File: config.mk
export PLATFORM = sky130hd
export DESIGN_NAME = esp_core
export DESIGN_NICKNAME = d
export VERILOG_FILES = /design/src/esp_div16.v /design/src/esp_core.v
export VERILOG_INCLUDE_DIRS = /design/src
export SDC_FILE = /design/constraint.sdc
export NUM_CORES = 1
export LEC_CHECK = 0
export BUFFER_PORTS_ARGS = -buffer_cell sky130_fd_sc_hd__buf_2
export CORE_MARGIN = 1.5
export CORE_UTILIZATION = 58
export CTS_CLUSTER_SIZE = 28
export DETAILED_ROUTE_END_ITERATION = 16
export HOLD_SLACK_MARGIN = 0.05
export PLACE_DENSITY = 0.8
export REMOVE_ABC_BUFFERS = 1
export SLEW_MARGIN = 20
export SYNTH_ARGS = -nofsm -noshare
export SYNTH_HDL_FRONTEND = slang
export SYNTH_SLANG_ARGS = --single-unit
File: constraint.sdc
create_clock -name clk -period 2.47 [get_ports clk]
set_input_delay 0.6175 -clock clk [delete_from_list [all_inputs] [get_ports clk]]
set_output_delay 0.6175 -clock clk [all_outputs]
set_load 0.05 [all_outputs]
File: src/esp_map.vh
// constants for the enhanced serial port
// Summary of operation
// - mode 0: data on rxd, clock on txd
// - mode 0 clock: qualifier 0 /12, 1 /4
// - mode 0 send: start next clock, shift right
// - mode 0: after 8 bits, done flag next clock
// - mode 0 receive: enable and flag clear start
// - mode 0: 8 bits received, flag, then hold
// - mode 1: start, 8 data, stop framing
// - mode 1 baud: timer overflow over 16
// - mode 1 send aligned to divider rollover
// - sample 16x, majority of states 7,8,9
// - bad start bit aborts and rearms receiver
// - mode 1 accept: flag clear, stop check
// - mode 2: 11 bit frame with ninth bit
// - mode 2: ninth bit loaded, flag at 11th rollover
// - mode 2 accept: ninth bit and address match
// - mode 2 baud: system clock /64 or /32
// - mode 3: mode 2 frame, mode 1 baud
// - timer select bits pick timer two or four
// - timer two overflow drives the mode 1 and 3 baud rate
// - timer four overflow drives the mode 1 and 3 baud rate
// - mode select bits choose four modes
`ifndef ESP_MAP_VH
`define ESP_MAP_VH

// ****************************************
// mode codes
// ****************************************
`define ESP_MODE0 2'h0
`define ESP_MODE1 2'h1
`define ESP_MODE2 2'h2
`define ESP_MODE3 2'h3

// ****************************************
// timing counts
// ****************************************
`define ESP_M0_SLOW_LAST 4'hB
`define ESP_M0_SLOW_HALF 4'h5
`define ESP_M0_FAST_LAST 4'h3
`define ESP_M0_FAST_HALF 4'h1
`define ESP_M0_BITS 4'h8
`define ESP_M2_PRE_SLOW 2'h3
`define ESP_M2_PRE_FAST 2'h1
`define ESP_SMP_A 4'h7
`define ESP_SMP_B 4'h8
`define ESP_SMP_C 4'h9
`define ESP_DIV_LAST 4'hF

// ****************************************
// frame lengths
// ****************************************
`define ESP_TX_BITS_10 4'h9
`define ESP_TX_BITS_11 4'hA
`define ESP_RX_LAST_10 4'h9
`define ESP_RX_LAST_11 4'hA

`endif

File: src/esp_div16.v
// divide-by-16 counter with rollover pulse
`timescale 1ns/100ps
module esp_div16 (
  input wire clk, // system clock
  input wire rst_n, // synchronous reset, active low
  input wire clr, // restart count at zero
  input wire tick, // 16x rate enable
  output reg [3:0] state_r, // current sixteenth
  output wire roll // pulse on rollover
);
`include "esp_map.vh"

  // rollover on the tick that leaves the last state
  assign roll = tick && !clr && (state_r == `ESP_DIV_LAST);

  // count ticks, clear wins
  always @(posedge clk) begin
    if (!rst_n) begin
      state_r <= 4'h0;
    end else if (clr) begin
      state_r <= 4'h0;
    end else if (tick) begin
      state_r <= state_r + 4'h1;
    end
  end
endmodule

File: src/esp_core.v
// serial port with one synchronous and three asynchronous modes
`timescale 1ns/100ps
module esp_core (
  input wire clk, // system clock, 40 MHz
  input wire rst_n, // synchronous reset, active low
  input wire buf_wr, // write strobe to serial buffer
  input wire [7:0] buf_wdata, // byte to send
  input wire mode_select_high, // mode bit 1
  input wire mode_select_low, // mode bit 0
  input wire mode_qualifier_bit, // rate, stop check or address gate
  input wire receive_enable, // allow reception
  input wire transmit_ninth_bit, // ninth bit to send
  input wire baud_doubling_bit, // mode 2 rate double
  input wire tx_timer_select, // 1 timer two, 0 timer four for tx
  input wire rx_timer_select, // 1 timer two, 0 timer four for rx
  input wire timer_two_ovf, // timer two overflow pulse
  input wire timer_four_ovf, // timer four overflow pulse
  input wire [7:0] given_addr, // slave address
  input wire [7:0] given_mask, // address care bits
  input wire ti_clr, // software clears transmit done
  input wire ri_clr, // software clears receive done
  input wire rxd_in, // receive data pin level
  output reg rxd_out, // receive data pin drive
  output reg rxd_oe, // receive data pin enable
  output reg txd_out, // transmit data or shift clock
  output reg [7:0] serial_buffer, // received byte
  output reg received_ninth_bit, // ninth or stop bit received
  output reg transmit_done_flag, // transmit done
  output reg receive_done_flag // receive done
);
`include "esp_map.vh"

  localparam S_IDLE = 3'h0;
  localparam S_SEND = 3'h1;
  localparam S_RECV = 3'h2;
  localparam S_TEND = 3'h3;
  localparam S_REND = 3'h4;

  // ****************************************
  // mode decode
  // ****************************************
  wire [1:0] mode = {mode_select_high, mode_select_low};
  wire is_m0 = (mode == `ESP_MODE0);
  wire is_m1 = (mode == `ESP_MODE1);
  wire is_m2 = (mode == `ESP_MODE2);
  wire nine = mode_select_high;

  // ****************************************
  // 16x rate sources
  // ****************************************
  reg [1:0] pre_r;
  wire [1:0] pre_last = baud_doubling_bit ? `ESP_M2_PRE_FAST : `ESP_M2_PRE_SLOW;
  wire pre_tick = (pre_r == pre_last);
  wire tx_tick;
  wire rx_tick;

  // fixed prescale for mode 2, 16x of /64 or /32
  always @(posedge clk) begin
    if (!rst_n || !is_m2) begin
      pre_r <= 2'h0;
    end else if (pre_tick) begin
      pre_r <= 2'h0;
    end else begin
      pre_r <= pre_r + 2'h1;
    end
  end

  // timer overflow picks per direction
  assign tx_tick = is_m2 ? pre_tick : (tx_timer_select ? timer_two_ovf : timer_four_ovf);
  assign rx_tick = is_m2 ? pre_tick : (rx_timer_select ? timer_two_ovf : timer_four_ovf);

  // ****************************************
  // mode 0 shift engine
  // ****************************************
  reg [2:0] m0_state_r;
  reg [3:0] m0_ph_r;
  reg [3:0] m0_bits_r;
  reg [7:0] m0_sr_r;
  reg m0_sclk_r;
  wire [3:0] m0_last = mode_qualifier_bit ? `ESP_M0_FAST_LAST : `ESP_M0_SLOW_LAST;
  wire [3:0] m0_half = mode_qualifier_bit ? `ESP_M0_FAST_HALF : `ESP_M0_SLOW_HALF;
  wire m0_busy = (m0_state_r == S_SEND) || (m0_state_r == S_RECV);
  wire m0_rise = m0_busy && (m0_ph_r == m0_half);
  wire m0_fall = m0_busy && (m0_ph_r == m0_last);
  wire m0_tx_set = (m0_state_r == S_TEND);
  wire m0_rx_set = (m0_state_r == S_REND);

  // mode 0 sequencer, clock generation and shifting
  always @(posedge clk) begin
    if (!rst_n || !is_m0) begin
      m0_state_r <= S_IDLE;
      m0_ph_r <= 4'h0;
      m0_bits_r <= 4'h0;
      m0_sr_r <= 8'h00;
      m0_sclk_r <= 1'b1;
    end else begin
      case (m0_state_r)
        S_IDLE: begin
          m0_ph_r <= 4'h0;
          m0_bits_r <= 4'h0;
          m0_sclk_r <= 1'b1;
          if (buf_wr) begin
            m0_state_r <= S_SEND;
            m0_sr_r <= buf_wdata;
            m0_sclk_r <= 1'b0;
          end else if (receive_enable && !receive_done_flag) begin
            m0_state_r <= S_RECV;
            m0_sclk_r <= 1'b0;
          end
        end
        S_SEND, S_RECV: begin
          m0_ph_r <= m0_fall ? 4'h0 : (m0_ph_r + 4'h1);
          if (m0_rise) begin
            m0_sclk_r <= 1'b1;
            if (m0_state_r == S_RECV) begin
              m0_sr_r <= {rxd_in, m0_sr_r[7:1]};
            end
          end
          if (m0_fall) begin
            m0_sclk_r <= 1'b0;
            m0_bits_r <= m0_bits_r + 4'h1;
            if (m0_state_r == S_SEND) begin
              m0_sr_r <= {1'b0, m0_sr_r[7:1]};
            end
            if (m0_bits_r == (`ESP_M0_BITS - 4'h1)) begin
              m0_state_r <= (m0_state_r == S_SEND) ? S_TEND : S_REND;
            end
          end
        end
        S_TEND, S_REND: begin
          m0_state_r <= S_IDLE;
          m0_sclk_r <= 1'b1;
        end
        default: begin
          m0_state_r <= S_IDLE;
        end
      endcase
    end
  end

  // ****************************************
  // asynchronous transmitter
  // ****************************************
  reg atx_pend_r;
  reg atx_busy_r;
  reg [3:0] atx_cnt_r;
  reg [9:0] atx_sr_r;
  reg atx_line_r;
  reg atx_set_r;
  wire tx_roll;

  esp_div16 u_txdiv (
    .clk(clk),
    .rst_n(rst_n),
    .clr(is_m0),
    .tick(tx_tick),
    .state_r(),
    .roll(tx_roll)
  );

  // frame sequencing on divider rollovers
  always @(posedge clk) begin
    atx_set_r <= 1'b0;
    if (!rst_n || is_m0) begin
      atx_pend_r <= 1'b0;
      atx_busy_r <= 1'b0;
      atx_cnt_r <= 4'h0;
      atx_sr_r <= 10'h3FF;
      atx_line_r <= 1'b1;
    end else begin
      if (buf_wr && !atx_busy_r) begin
        atx_pend_r <= 1'b1;
        atx_sr_r <= {1'b1, (nine ? transmit_ninth_bit : 1'b1), buf_wdata};
      end
      if (tx_roll) begin
        if (atx_pend_r && !atx_busy_r) begin
          atx_pend_r <= 1'b0;
          atx_busy_r <= 1'b1;
          atx_line_r <= 1'b0;
          atx_cnt_r <= nine ? `ESP_TX_BITS_11 : `ESP_TX_BITS_10;
        end else if (atx_busy_r) begin
          if (atx_cnt_r == 4'h0) begin
            atx_busy_r <= 1'b0;
            atx_line_r <= 1'b1;
          end else begin
            atx_line_r <= atx_sr_r[0];
            atx_sr_r <= {1'b1, atx_sr_r[9:1]};
            atx_cnt_r <= atx_cnt_r - 4'h1;
            if (atx_cnt_r == 4'h1) begin
              atx_set_r <= 1'b1;
            end
          end
        end
      end
    end
  end

  // ****************************************
  // asynchronous receiver
  // ****************************************
  reg arx_busy_r;
  reg [3:0] arx_idx_r;
  reg [8:0] arx_sr_r;
  reg arx_prev_r;
  reg arx_s0_r;
  reg arx_s1_r;
  reg arx_set_r;
  reg [7:0] arx_data_r;
  reg arx_nine_r;
  wire [3:0] rx_st;
  wire rx_fall = rx_tick && !arx_busy_r && receive_enable && arx_prev_r && !rxd_in;
  wire maj = (arx_s0_r & arx_s1_r) | (arx_s0_r & rxd_in) | (arx_s1_r & rxd_in);
  wire bit_done = arx_busy_r && rx_tick && (rx_st == `ESP_SMP_C);
  wire [3:0] rx_last = nine ? `ESP_RX_LAST_11 : `ESP_RX_LAST_10;
  wire addr_hit = (((arx_sr_r[7:0] ^ given_addr) & given_mask) == 8'h00);
  wire ok_m1 = !mode_qualifier_bit || maj;
  wire ok_m23 = !mode_qualifier_bit || (arx_sr_r[8] && addr_hit);

  esp_div16 u_rxdiv (
    .clk(clk),
    .rst_n(rst_n),
    .clr(rx_fall || is_m0),
    .tick(rx_tick),
    .state_r(rx_st),
    .roll()
  );

  // falling edge hunt, majority sampling, acceptance
  always @(posedge clk) begin
    arx_set_r <= 1'b0;
    if (!rst_n || is_m0) begin
      arx_busy_r <= 1'b0;
      arx_idx_r <= 4'h0;
      arx_sr_r <= 9'h000;
      arx_prev_r <= 1'b1;
      arx_s0_r <= 1'b1;
      arx_s1_r <= 1'b1;
      arx_data_r <= 8'h00;
      arx_nine_r <= 1'b0;
    end else begin
      if (rx_tick) begin
        arx_prev_r <= rxd_in;
      end
      if (rx_fall) begin
        arx_busy_r <= 1'b1;
        arx_idx_r <= 4'h0;
      end
      if (arx_busy_r && rx_tick && (rx_st == `ESP_SMP_A)) begin
        arx_s0_r <= rxd_in;
      end
      if (arx_busy_r && rx_tick && (rx_st == `ESP_SMP_B)) begin
        arx_s1_r <= rxd_in;
      end
      if (bit_done) begin
        arx_idx_r <= arx_idx_r + 4'h1;
        if (arx_idx_r == 4'h0) begin
          if (maj) begin
            arx_busy_r <= 1'b0;
          end
        end else if (arx_idx_r == rx_last) begin
          arx_busy_r <= 1'b0;
          if (!receive_done_flag && (nine ? ok_m23 : ok_m1)) begin
            arx_set_r <= 1'b1;
            arx_data_r <= nine ? arx_sr_r[7:0] : arx_sr_r[8:1];
            arx_nine_r <= nine ? arx_sr_r[8] : maj;
          end
        end else begin
          arx_sr_r <= {maj, arx_sr_r[8:1]};
        end
      end
    end
  end

  // ****************************************
  // buffer, flags and pins
  // ****************************************
  // receive buffer and ninth bit load
  always @(posedge clk) begin
    if (!rst_n) begin
      serial_buffer <= 8'h00;
      received_ninth_bit <= 1'b0;
    end else if (m0_rx_set) begin
      serial_buffer <= m0_sr_r;
    end else if (arx_set_r) begin
      serial_buffer <= arx_data_r;
      received_ninth_bit <= arx_nine_r;
    end
  end

  // done flags, set wins over software clear
  always @(posedge clk) begin
    if (!rst_n) begin
      transmit_done_flag <= 1'b0;
      receive_done_flag <= 1'b0;
    end else begin
      transmit_done_flag <= m0_tx_set || atx_set_r || (transmit_done_flag && !ti_clr);
      receive_done_flag <= m0_rx_set || arx_set_r || (receive_done_flag && !ri_clr);
    end
  end

  // pin drive, mode 0 owns rxd while sending
  always @(posedge clk) begin
    if (!rst_n) begin
      rxd_out <= 1'b1;
      rxd_oe <= 1'b0;
      txd_out <= 1'b1;
    end else begin
      rxd_out <= (m0_state_r == S_SEND) ? m0_sr_r[0] : 1'b1;
      rxd_oe <= is_m0 && (m0_state_r == S_SEND);
      txd_out <= is_m0 ? m0_sclk_r : atx_line_r;
    end
  end
endmodule

==> out/metrics.yaml, run 1 <==
cells_and_area:
  fin_cells: 665
  final_common_cell: "dfxtp_1"
  antenna_cells: 0
  fin_util: 0.694
  nNetsFinal: 613
  drive_gt1_frac: 0.191
  area_growth_pct: 13.6
  nFillCells: 602
  layout_common_cells: "dfxtp_1, nand2_1, buf_2, nor2_1, mux2i_1"
place:
  preCtsSetupSlack_ps: 112
  dp_hpwl_mm: 7.10
  dp_cells: 649
  gp_congestion: 0.815
  io_buffers: 53
timing:
  hold_viol_final: 0
  clock_skew_ps: 12.0
  fmax_ghz: 0.497
  fin_tns_setup_ps: 0
  whs_ps: 472
  relSlewSlack: 0.513
  postLayoutSetupSlackWorst_ps: 456
  grt_setup_unrepaired: "no"
  period_needed_ps: 2010
  worst_pin_slew_ps: 729
  setup_viol: 0
  finalCritPeriodShare: 0.815
  finalMaxSlewViolations: 0
die:
  die_x_um: 91.1
  start_util: 0.611
  core_um2: 7370
  die_area_um2: 8310
  rows: 31
  io_pins: 54
  die_h_um: 91.1
cts:
  tritoncts_num_sinks: 89
  insertion_delay_ps: 360
  cts_tree: "yes"
  cts-resized-gates: 0
  ctsLongestPathBuffers: 2
  clk_pin_slew_worst_paths_ps: 90
  cts_made_buffers: 9
  cts.htree.levels: 3
  clk_root_buffer_cell: "clkbuf_8"
  cts_hold_buf: 0
  cts_setup_buffers: 0
run_status:
  status: "completed"
global_routing:
  grt-ovfl-total: 0
  grt_use_total: 0.240
  grt_pass1_wl_mm: 16.2
  grt_pass1_vias: 3461
  antenna_found_initial: 0
  grt_start_max_net_pins: 26
yosys:
  yosys.area_share.simple: 0.199
  ys_async_sr_fraction: 0
  synth_compound_area_frac: 0.176
  ys_warn_count: 0
  synth_cell_types: 58
  synth_top_area_share: 0.395
  netlist_area_um2: 4510
  synth_top_family_by_area: "simple AND/OR/NAND/NOR gates"
  synth-seq-area-share: 0.395
  synth_flop_cell: "dfxtp_1"
  syn_area_per_cell_um2: 8.85
  synthMuxAreaShare: 0.113
  synthCells: 509
  synth-seq-cells: 89
  synth-xor-area-share: 0.0428
  synth_area_leader_cell: "dfxtp_1"
  synth_edf_count: 0
  synthTopCellsByArea: "dfxtp_1, mux2i_1, nand2_1"
  synth_adder_area_share: 0.0333
worst_setup_path:
  r2r_slack_ps: 460
  r2r-start: "m0_state_r[2]"
  worstPathMaxFanout: 25
  cp.required_ps: 2750
  critPathCaptureType: "flop"
  critPathKind: "flop to flop"
  reg2reg_depth: 4
  timing.rr.end: "m0_sr_r[3]"
  arrival_ps: 2300
  crit_path_start_kind: "flop"
  setup.worst_path.start: "m0_state_r[2]"
route:
  drc_errors: 0
  drt-total-wl_mm: 9.68
  via_per_inst: 5.65
  vias: 3760
  first_pass_iters: 4
  wl_per_cell_um: 14.6
  drt-initial-drc-count: 159
  ant_nets: 0
min_path:
  hold_end: "arx_data_r[6]"
  min_path_cells: 2
  worstHoldPathType: "flop to flop"
  min_from: "arx_data_r[6]"
power:
  total_leakage_power_nw: 2.08
  power_density_nw_per_um2: 556
  vdd.ir_drop.worst_v: 0.000423
job:
  cap_violations: 0
[metrics by stage]
step	area [um^2]	power, mW
floorplan	4400	1.65
detailed placement	4890	1.75
global placement	4890	1.75
CTS	5120	2.86
finish	5120	2.84
global route	5120	2.95
[synth_stat cells (3+ instances only)]
cell	number
a211oi_1	20
nand4_1	4
o211a_1	8
o211ai_1	3
nor3b_1	4
and2_1	4
a21oi_1	27
mux2_2	16
clkbuf_1	19
a22oi_1	3
nor2_1	44
ha_1	12
nor3_1	5
a211o_1	6
buf_2	4
a31oi_1	6
nand3_1	9
nand2b_1	6
inv_1	19
nand2_1	63
a21boi_0	4
xor2_1	17
o21a_1	5
and3_1	4
mux2i_1	33
xnor2_1	5
dfxtp_1	89
nor2b_1	13
nand3b_1	5
o21ai_0	19
[flip-flops by register name, indices dropped and copies added (netlist names), 2 cells and up]
| register | cells |
|---|---|
| serial_buffer | 8 |
| arx_data_r | 8 |
| arx_sr_r | 9 |
| m0_bits_r | 4 |
| m0_sr_r | 8 |
| m0_ph_r | 4 |
| arx_idx_r | 4 |
| m0_state_r | 3 |
| atx_cnt_r | 4 |
| u_rxdiv.state_r | 4 |
| atx_sr_r | 10 |
| pre_r | 2 |
| u_txdiv.state_r | 4 |
[layout make-up]
class | instances | area, um^2 | share of cell area
timing repair buffer | 66 | 363 | 0.0709
clock buffer | 9 | 124 | 0.0242
clock inverter | 7 | 101 | 0.0198
inverter | 19 | 71.3 | 0.0139
multi-input combinational | 376 | 2550 | 0.499
sequential | 89 | 1780 | 0.348
tap | 99 | 124 | 0.0242
[report_power, final]
group / switching, mW / internal, mW
clock network: 0.544 / 0.578
registers: 0.0197 / 1.45
logic: 0.141 / 0.106
total: 0.705 / 2.14
[worst max-delay path by stage]
stage / end / slack (ps) / cells after the start
floorplan: arx_sr_r[0] / -740 / 5
global placement: arx_data_r[1] / 230 / 6
detailed placement: arx_data_r[5] / 110 / 6
CTS: arx_data_r[5] / 490 / 5
global route: m0_sr_r[3] / 320 / 4
finish: m0_sr_r[3] / 460 / 4
[critical path: stages, from the launching register on]
cell and delay, ps:
dfxtp_1 800, nand2b_1 530, nand2_1 150, a211o_1 320
a21oi_1 130
[layer usage]
| metal | wire (um) | GRT usage | up-vias |
|---|---|---|---|
| li1 | - | - | 1905 |
| met1 | 4550 | 0.316 | 1747 |
| met2 | 4530 | 0.399 | 97 |
| met3 | 461 | 0.0318 | 11 |
| met4 | 139 | 0.0911 | 0 |
| met5 | 0 | 0 | - |
[logic make-up (layout without fill, tap and decap cells)]
| family | count (synthesis) | in the layout |
|---|---|---|
| buffers and inverters | 44 | 101 |
| xor gates and xnor gates | 22 | 22 |
| adders and majority gates | 12 | 12 |
| muxes | 49 | 49 |
| AOI/OAI and AO/OA | 114 | 114 |
| and+or+nand+nor | 179 | 179 |
| DFF | 89 | 89 |
No activity file was read; power rests on OpenSTA's default activity.
==> inputs of run 2 (changes only) <==
Settings changed: CORE_UTILIZATION 58 to 53, PLACE_DENSITY 0.8 to 0.77.
Clock period 2.47 ns to 1.65 ns, I/O delays scaled along.
==> out/metrics.yaml, run 2 (synthesis results as in run 1) <==
run_status:
  status: "complete, but fails checks"
  violations: "negative setup slack"
worst_setup_path:
  r2r-start: "u_rxdiv.state_r[1]"
  critPathTopFamily: "simple AND/OR/NAND/NOR gates"
  critPathMaxStageDelay_ps: 330
  critPathCaptureType: "flop"
  cp.required_ps: 1910
  timing.rr.end: "arx_sr_r[4]"
  arrival_ps: 2010
  path_cells: "inv_2 > ha_4 > and3b_2 > nand2_4 > nor4b_4 > buf_6 > mux2i_1 > nor2_1"
  cp_slowest_cell: "dfxtp_2"
  critPathKind: "flop to flop"
  reg2reg_depth: 8
  crit_path_start_kind: "flop"
  crit_buf_inv: 2
  worstPathMaxFanout: 5
  r2r_slack_ps: -100
timing:
  worst_pin_slew_ps: 488
  grt_setup_unrepaired: "yes"
  whs_ps: 330
  relSlewSlack: 0.670
  period_needed_ps: 1750
  postLayoutSetupSlackWorst_ps: -102
  fin_tns_setup_ps: -1240
  finalMaxSlewViolations: 0
  fmax_ghz: 0.571
  finalCritPeriodShare: 1.06
  setup_viol: 22
  hold_viol_final: 0
  clock_skew_ps: 12.8
die:
  start_util: 0.548
  core_um2: 8220
  die_area_um2: 9060
  io_pins: 54
  die_x_um: 95.2
  die_h_um: 95.2
  rows: 33
cells_and_area:
  antenna_cells: 0
  nFillCells: 577
  drive_gt1_frac: 0.392
  largestRegisters: "atx_sr_r x10, arx_sr_r x9"
  layout_common_cells: "dfxtp_1, buf_4, nand2_1, buf_2, nor2_1"
  largest_register_ffs: 10
  fin_util: 0.743
  area_growth_pct: 35.4
  nNetsFinal: 688
  top_register: "atx_sr_r"
job:
  cap_violations: 0
min_path:
  hold_end: "atx_pend_r"
  worstHoldPathType: "input pin to flop"
  min_from: "buf_wr"
  min_path_cells: 3
cts:
  cts.htree.levels: 3
  tritoncts_num_sinks: 89
  clk_root_buffer_cell: "clkbuf_8"
  clk_pin_slew_worst_paths_ps: 100
  cts_tree: "yes"
  cts_made_buffers: 9
  cts_hold_buf: 0
  insertion_delay_ps: 370
  ctsLongestPathBuffers: 2
power:
  power_density_nw_per_um2: 715
  total_leakage_power_nw: 2.55
  vdd.ir_drop.worst_v: 0.000527
route:
  ant_nets: 0
  vias: 4306
  wl_per_cell_um: 17.0
  drc_errors: 0
  via_per_inst: 5.77
  drt-total-wl_mm: 12.7
  first_pass_iters: 5
  drt-initial-drc-count: 179
place:
  gp_congestion: 0.861
  dp_hpwl_mm: 8.13
  preCtsSetupSlack_ps: -354
  io_buffers: 53
global_routing:
  grt_start_max_net_pins: 34
  antenna_found_initial: 0
  grt_use_total: 0.270
  grt_pass1_wl_mm: 18.9
  grt_pass1_vias: 4093
  grt-ovfl-total: 0
-- run 2: cell types whose count changed in the layout (fill, tap and decap cells not counted), moves of 10 or more --
cell,change
buf_4,+61
a211oi_1,-16
dfxtp_1,-15
dfxtp_2,+14
a211oi_2,+13
buf_6,+10
-- run 2: cell type report --
cell class                      count  area [um^2]  area share
Clock inverter                      6         92.6      0.0152
Timing Repair Buffer              139          973       0.160
Sequential cell                    89         1800       0.295
Inverter                           19         71.3      0.0117
Tap cell                          105          131      0.0215
Multi-Input combinational cell    378         2900       0.476
Clock buffer                       10          128      0.0209
-- run 2: per-layer routing --
metal | routed length [um] | up-vias | global-route usage
li1 | - | 2058 | -
met1 | 5080 | 2018 | 0.311
met2 | 6450 | 187 | 0.484
met3 | 715 | 43 | 0.0375
met4 | 454 | 0 | 0.136
met5 | 0 | - | 0
-- run 2: worst max path at each step --
stage	startpoint	end	slack (ps)	cells after the start
after floorplan	mode_select_low	arx_sr_r[0]	-1350	5
final	u_rxdiv.state_r[1]	arx_sr_r[4]	-100	8
after global placement	mode_select_high	arx_sr_r[5]	-270	8
after detailed placement	given_addr[2]	arx_data_r[7]	-350	6
after CTS	arx_sr_r[2]	arx_nine_r	-50	5
after global routing	u_rxdiv.state_r[1]	arx_sr_r[4]	-190	8
-- run 2: timing repair --
action                                 in CTS  in global routing
endpoints found under the hold margin       0                  0
pin swaps                                  24                 27
resized for setup                          56                 51
buffers inserted                            5                  5
gates cloned                                3                  0
setup endpoints to repair                  44                 49
-- run 2: worst reg2reg max path: cells and delay by family, from the launching register on --
kind	cells	cell delay [ps]
muxes	1	210
and+or+nand+nor	4	720
adders and majority gates	1	120
DFF	1	330
buffers and inverters	2	260
-- run 2: report_power, final --
group          leakage (nW)  total, mW  internal, mW  switching (mW)
Combinational          1.72      0.489         0.222           0.267
Clock                 0.103       1.66         0.859           0.805
Sequential            0.728       2.21          2.18          0.0294
-- run 2: metrics by stage --
step           total power, mW  std cells  cell area [um^2]
6_report                  4.36        746              6100
5_1_grt                   4.51        746              6100
4_1_cts                   4.33        742              5900
3_5_place_dp              2.69        718              5400
3_3_place_gp              2.67        718              5400
2_1_floorplan             2.47        484              4400
